**config.mk**
```make
export PLATFORM = sky130hd
export DESIGN_NAME = interrupt_scheduler
export DESIGN_NICKNAME = d
export VERILOG_FILES = /design/src/rtl/irq_sched_pkg.sv /design/src/rtl/sw_irq_flag.sv /design/src/rtl/interrupt_scheduler.sv
export SDC_FILE = /design/constraint.sdc
export NUM_CORES = 2
export LEC_CHECK = 0
export BUFFER_PORTS_ARGS = -buffer_cell sky130_fd_sc_hd__buf_4
export CAP_MARGIN = 15
export CORE_ASPECT_RATIO = 1.4
export CORE_MARGIN = 5
export CORE_UTILIZATION = 60
export DETAILED_ROUTE_END_ITERATION = 16
export GPL_ROUTABILITY_DRIVEN = 1
export HOLD_SLACK_MARGIN = 0.05
export PLACE_DENSITY = 0.77
export REMOVE_ABC_BUFFERS = 1
export SETUP_SLACK_MARGIN = 0.4
export SYNTH_ARGS = -nofsm -noshare
export SYNTH_HDL_FRONTEND = slang
export SYNTH_HIERARCHICAL = 1
export SYNTH_SLANG_ARGS = --single-unit
```
**constraint.sdc**
```tcl
create_clock -name SYS_CLK -period 584.1 [get_ports SYS_CLK]
set_clock_uncertainty 0.2 [all_clocks]
set_input_delay 58.41 -clock SYS_CLK [delete_from_list [all_inputs] [get_ports SYS_CLK]]
set_output_delay 58.41 -clock SYS_CLK [all_outputs]
set_load 0.03 [all_outputs]
```
**src/rtl/irq_sched_pkg.sv**
```systemverilog
// Constants shared by the interrupt scheduler files
package irq_sched_pkg;
    localparam int unsigned NUM_SRC = 128;
    localparam int unsigned NUM_SW = 8;
    localparam int unsigned NUM_HW = NUM_SRC - NUM_SW;
    localparam int unsigned SRC_W = 7;
    localparam int unsigned VEC_W = 9;
    localparam int unsigned PRIO_W = 4;
    localparam int unsigned NUM_LEVELS = 16;
    localparam int unsigned SP_W = 5;
    localparam logic [PRIO_W-1:0] PRIO_RESET = 4'h0;
    localparam logic [PRIO_W-1:0] MASK_RESET = 4'h0;
    localparam logic [SP_W-1:0] SP_RESET = 5'h00;
    localparam logic [SP_W-1:0] SP_FULL = 5'h10;
    // Vector is the source number zero-extended; bits above it are this base
    localparam logic [VEC_W-SRC_W-1:0] VEC_BASE = 2'h0;
endpackage : irq_sched_pkg

```
**src/rtl/sw_irq_flag.sv**
```systemverilog
// Sticky software interrupt flag, set wins over clear
`timescale 1ns/1ns
module sw_irq_flag (
    // Clock and reset
    input wire logic clk,
    input wire logic rst,
    // Set and clear strobes
    input wire logic set,
    input wire logic clr,
    // Flag
    output logic flag
);
    logic flag_q;

    always_ff @(posedge clk) begin
        if (rst) begin
            flag_q <= 1'b0;
        end else if (set) begin
            flag_q <= 1'b1;
        end else if (clr) begin
            flag_q <= 1'b0;
        end
    end

    assign flag = flag_q;
endmodule : sw_irq_flag

```
**src/rtl/interrupt_scheduler.sv**
```systemverilog
// Priority preemptive interrupt scheduler with vectored and critical outputs
// Notes on behaviour
// - Up to 128 request sources, each with its own priority level.
// - Winning source is presented as a unique 9-bit vector.
// - Software assigns each source one of 16 levels, used in arbitration.
// - Equal levels resolve by fixed order, lowest source number wins.
// - Only requests above current priority reach the core; lower never delay.
// - Writable current priority mask blocks requests at or below it.
// - Eight software-set sources arbitrate like hardware sources.
// - Non-maskable input drives critical output, bypassing arbitration and mask.
`timescale 1ns/1ns
module interrupt_scheduler #(
    parameter int unsigned NUM_SRC = irq_sched_pkg::NUM_SRC,
    parameter int unsigned NUM_SW = irq_sched_pkg::NUM_SW
) (
    // Clock and reset
    input wire logic SYS_CLK,
    input wire logic RST,
    // Hardware request levels
    input wire logic [NUM_SRC-NUM_SW-1:0] IRQ_REQ,
    // Software sources
    input wire logic [NUM_SW-1:0] SW_SET,
    input wire logic [NUM_SW-1:0] SW_CLR,
    // Priority table write
    input wire logic PRIO_WR,
    input wire logic [irq_sched_pkg::SRC_W-1:0] PRIO_SEL,
    input wire logic [irq_sched_pkg::PRIO_W-1:0] PRIO_VAL,
    // Current priority mask write
    input wire logic MASK_WR,
    input wire logic [irq_sched_pkg::PRIO_W-1:0] MASK_VAL,
    // Core handshake
    input wire logic ACK,
    input wire logic EOI,
    // Non-maskable request
    input wire logic NMI_IN,
    // Outputs to the core
    output logic INT_REQ,
    output logic [irq_sched_pkg::VEC_W-1:0] INT_VEC,
    output logic [irq_sched_pkg::PRIO_W-1:0] INT_PRIO,
    output logic [irq_sched_pkg::PRIO_W-1:0] CUR_PRIO,
    output logic [NUM_SW-1:0] SW_PEND,
    output logic CRIT_INT
);
    localparam int unsigned NUM_HW = NUM_SRC - NUM_SW;

    logic [NUM_SRC-1:0] pend;
    logic [NUM_SW-1:0] sw_flag;
    logic [irq_sched_pkg::PRIO_W-1:0] prio_tab_q [NUM_SRC];
    logic [irq_sched_pkg::PRIO_W-1:0] stack_q [irq_sched_pkg::NUM_LEVELS];
    logic [irq_sched_pkg::SP_W-1:0] sp_q;
    logic [irq_sched_pkg::PRIO_W-1:0] cur_q;
    logic win_valid;
    logic [irq_sched_pkg::SRC_W-1:0] win_src;
    logic [irq_sched_pkg::PRIO_W-1:0] win_prio;
    logic req_q;
    logic [irq_sched_pkg::VEC_W-1:0] vec_q;
    logic [irq_sched_pkg::PRIO_W-1:0] int_prio_q;
    logic crit_q;
    logic take;

    genvar g;
    generate
        for (g = 0; g < NUM_SW; g++) begin : g_sw
            sw_irq_flag u_flag (
                .clk(SYS_CLK),
                .rst(RST),
                .set(SW_SET[g]),
                .clr(SW_CLR[g]),
                .flag(sw_flag[g])
            );
        end
    endgenerate

    assign pend = {IRQ_REQ[NUM_HW-1:0], sw_flag};

    always_ff @(posedge SYS_CLK) begin
        if (RST) begin
            for (int i = 0; i < NUM_SRC; i++) begin
                prio_tab_q[i] <= irq_sched_pkg::PRIO_RESET;
            end
        end else if (PRIO_WR) begin
            prio_tab_q[PRIO_SEL] <= PRIO_VAL;
        end
    end

    always_comb begin
        win_valid = 1'b0;
        win_src = '0;
        win_prio = '0;
        for (int i = 0; i < NUM_SRC; i++) begin
            if (pend[i] && prio_tab_q[i] > win_prio) begin
                win_valid = 1'b1;
                win_src = irq_sched_pkg::SRC_W'(i);
                win_prio = prio_tab_q[i];
            end
        end
    end

    // Nesting stack and next-state signals
    logic push;
    logic pop;
    logic stack_full;
    logic stack_empty;
    logic [irq_sched_pkg::SP_W-2:0] top_idx;
    logic [irq_sched_pkg::SP_W-1:0] sp_d;
    logic [irq_sched_pkg::PRIO_W-1:0] cur_d;
    logic above;
    logic req_d;
    logic [irq_sched_pkg::VEC_W-1:0] vec_d;
    logic [irq_sched_pkg::PRIO_W-1:0] int_prio_d;

    assign stack_full = (sp_q == irq_sched_pkg::SP_FULL);
    assign stack_empty = (sp_q == irq_sched_pkg::SP_RESET);
    assign top_idx = sp_q[irq_sched_pkg::SP_W-2:0] - 1'b1;

    // accept only a presented request with stack room
    assign take = ACK && req_q && !stack_full;
    assign push = take;
    assign pop = EOI && !stack_empty && !take;

    // next current priority and stack pointer
    always_comb begin
        sp_d = sp_q;
        cur_d = cur_q;
        if (push) begin
            sp_d = sp_q + 1'b1;
            cur_d = int_prio_q;
        end else if (pop) begin
            sp_d = sp_q - 1'b1;
            cur_d = stack_q[top_idx];
        end else if (MASK_WR) begin
            cur_d = MASK_VAL;
        end
    end

    always_ff @(posedge SYS_CLK) begin
        if (RST) begin
            for (int i = 0; i < irq_sched_pkg::NUM_LEVELS; i++) begin
                stack_q[i] <= irq_sched_pkg::MASK_RESET;
            end
        end else if (push) begin
            stack_q[sp_q[irq_sched_pkg::SP_W-2:0]] <= cur_q;
        end
    end

    always_ff @(posedge SYS_CLK) begin
        if (RST) begin
            sp_q <= irq_sched_pkg::SP_RESET;
        end else begin
            sp_q <= sp_d;
        end
    end

    always_ff @(posedge SYS_CLK) begin
        if (RST) begin
            cur_q <= irq_sched_pkg::MASK_RESET;
        end else begin
            cur_q <= cur_d;
        end
    end

    assign above = win_valid && (win_prio > cur_q);

    always_comb begin
        req_d = above && !take;
        vec_d = vec_q;
        int_prio_d = int_prio_q;
        if (above) begin
            vec_d = {irq_sched_pkg::VEC_BASE, win_src};
            int_prio_d = win_prio;
        end
    end

    always_ff @(posedge SYS_CLK) begin
        if (RST) begin
            req_q <= 1'b0;
        end else begin
            req_q <= req_d;
        end
    end

    always_ff @(posedge SYS_CLK) begin
        if (RST) begin
            vec_q <= '0;
        end else begin
            vec_q <= vec_d;
        end
    end

    always_ff @(posedge SYS_CLK) begin
        if (RST) begin
            int_prio_q <= '0;
        end else begin
            int_prio_q <= int_prio_d;
        end
    end

    always_ff @(posedge SYS_CLK) begin
        if (RST) begin
            crit_q <= 1'b0;
        end else begin
            crit_q <= NMI_IN;
        end
    end

    assign INT_REQ = req_q;
    assign INT_VEC = vec_q;
    assign INT_PRIO = int_prio_q;
    assign CUR_PRIO = cur_q;
    assign SW_PEND = sw_flag;
    assign CRIT_INT = crit_q;
endmodule : interrupt_scheduler

```
==> flow_metrics.tcl <==
set metrics [dict create \
    final-hold-violation-count 0 \
    yosys_warnings 6 \
    start_util 0.602 \
    ys.flop_type "edfxtp_1" \
    fmax_mhz 3.84 \
    critPathMaxStageDelay_ns 0.76 \
    hold_path.class "register to register" \
    drc 0 \
    register_area_um2 17900 \
    postSynthAreaPerCell_um2 8.96 \
    setup_viol 0 \
    vias_per_cell 6.41 \
    status "finished, final reports clean" \
    r2r_start "g_sw[0].u_flag/flag" \
    postPlaceCellArea_um2 58000 \
    synth_cells 6291 \
    path_clk_slew_ns 0.07 \
    grt_pass1_vias 47100 \
    routedWlPerCell_um 19.6 \
    drv_slew 0 \
    netlist_area_um2 56400 \
    ctsResizeCount 0 \
    worstHoldStart "INT_VEC[6]" \
    min_to "INT_VEC[6]" \
    cts-htree-levels 2 \
    dr_total_vias 48400 \
    rsz0062_at_grt "false" \
    core_area_um2 93700 \
    clock-sinks 606 \
    cts_setup_buffers 0 \
    die_area_um2 100000 \
    netlist_top_cells_area "edfxtp_1, ha_1, and3_1" \
    critPathArrivalTime_ns 260.96 \
    synth_edf_count 576 \
    fin_util 0.642 \
    clk-insertion-delay-late_ns 0.68 \
    hold-worst-slack_ns 0.313 \
    synth_top_area_share 0.307 \
    multi_input_area_um2 35100 \
    synth_seq_area_share 0.317 \
    gp_congestion 0.959 \
    die_w_um 269 \
    drv_cap 0 \
    rr_endpoint "INT_VEC[3]" \
    chipHeight_um 373 \
    grt_overflow 0 \
    end_kind "register" \
    numCtsBuffers 60 \
    yosys.area.top_type "edfxtp_1" \
    async_flop_share 0 \
    cts_tree "built" \
    cp_max_fo 12 \
    required_ns 584.46 \
    worstSetupStartpointType "primary input" \
    wl_um 148000 \
    final_cell_mix "nand2_1, edfxtp_1, inv_1" \
    grt_max_degree 87 \
    nNetsFinal 6751 \
    place.port_buffers 182 \
    layout-drive-gt1-share 0.172 \
    dr.pass1.iters 6 \
    hpwlAfterDp_um 109000 \
    path_common_cell "ha_1" \
    antenna_found_initial 18 \
    initialDrtViolationCount 3535 \
    cpMaxStageDelayCell "o311ai_0" \
    fillers 7775 \
    finalCritPeriodShare 0.446 \
    final_common_cell "nand2_1" \
    path_class "primary input to register" \
    grt_usage 0.282 \
    hold_depth 2 \
    drtAntennaViolNets 0 \
    yosysUniqueCellTypes 207 \
    setup_tns_ns 0 \
    cts_hold_buffers 0 \
    period_minus_slack_ns 260.60 \
    cts_root_buf "clkbuf_16" \
    design_area_um2 60100 \
    row_count 133 \
    synth-seq-cells 606 \
    cts_buffer_depth 3 \
    area_delta_synth_final_pct 6.66 \
    tightest_slew_ns 1.17 \
    grt_pass1_wl_um 235000 \
    relSlewSlack 0.223 \
    r2r_slack_ns 367.67 \
    ff2ff_path_depth 987 \
    io_pins 185 \
]
[worst max path at each step]
stage            endpoint  slack [ns]        from
2_1_floorplan  INT_VEC[5]      348.33  IRQ_REQ[0]
3_3_place_gp   INT_VEC[4]      329.80  IRQ_REQ[0]
3_5_place_dp   INT_VEC[3]      324.61  IRQ_REQ[0]
4_1_cts        INT_VEC[3]      324.56  IRQ_REQ[0]
5_1_grt        INT_VEC[4]      307.85  IRQ_REQ[0]
6_report       INT_VEC[3]      323.50  IRQ_REQ[0]
[through the flow]
step | cells | setup WS (ns)
floorplan | 6002 | 348.33
global placement | 7431 | 329.80
detailed placement | 7431 | 324.61
CTS | 7544 | 324.56
global route | 7552 | 307.85
finish | 7556 | 323.50
[flip-flops by register name (all words and copies together) (netlist names)]
name	count
prio_tab_q	512
stack_q	64
g_sw.u_flag/flag	8
INT_VEC	7
sp_q	5
CUR_PRIO	4
INT_PRIO	4
CRIT_INT	1
INT_REQ	1
[synth_stat cells, types with 51 or more instances]
cell,number
nor2_1,336
a21oi_1,228
a21o_1,59
mux2i_1,100
xnor2_1,99
edfxtp_1,576
and2_1,88
and3_2,51
a31oi_1,71
inv_1,495
o21a_1,53
nor3_1,121
o211ai_1,88
nand3_1,166
nand2_1,785
mux2_2,107
nand4_1,51
o21ai_0,312
and3_1,476
clkbuf_1,218
ha_1,311
[logic make-up after synthesis]
kind of cell	share of synthesized area
AO/OA/AOI/OAI	0.230
XOR/XNOR	0.0233
adder cells (fa/ha/maj)	0.0767
buffers and inverters	0.0617
flip-flops	0.317
multiplexers	0.0563
other	0.0000665
AND/OR/NAND/NOR	0.235
[critical path, delay by kind of cell]
kind | cells | cell delay [ns]
compound gates | 381 | 83.95
simple gates | 234 | 41.73
fa+ha+maj | 136 | 38.84
mux | 75 | 22.88
buf+inv | 54 | 4.31
[metal layers]
| metal | vias to the layer above | GRT usage | routed length [um] |
|---|---|---|---|
| met5 | - | 0 | 87 |
| li1 | 23500 | - | - |
| met4 | 14 | 0.108 | 5820 |
| met1 | 23000 | 0.333 | 57700 |
| met2 | 1514 | 0.515 | 75200 |
| met3 | 351 | 0.0395 | 9130 |
[area by class of cell]
class / count / share of cell area
clock inverter: 44 / 0.00838
sequential: 606 / 0.298
antenna: 9 / 0.000375
tap: 1215 / 0.0253
timing repair buffer: 217 / 0.0272
multi-input combinational: 4894 / 0.584
inverter: 502 / 0.0317
clock buffer: 69 / 0.0255
Power is left out: the tool's default activity adds up to more than one toggle a clock period on the data nets, which glitch-free logic cannot reach.
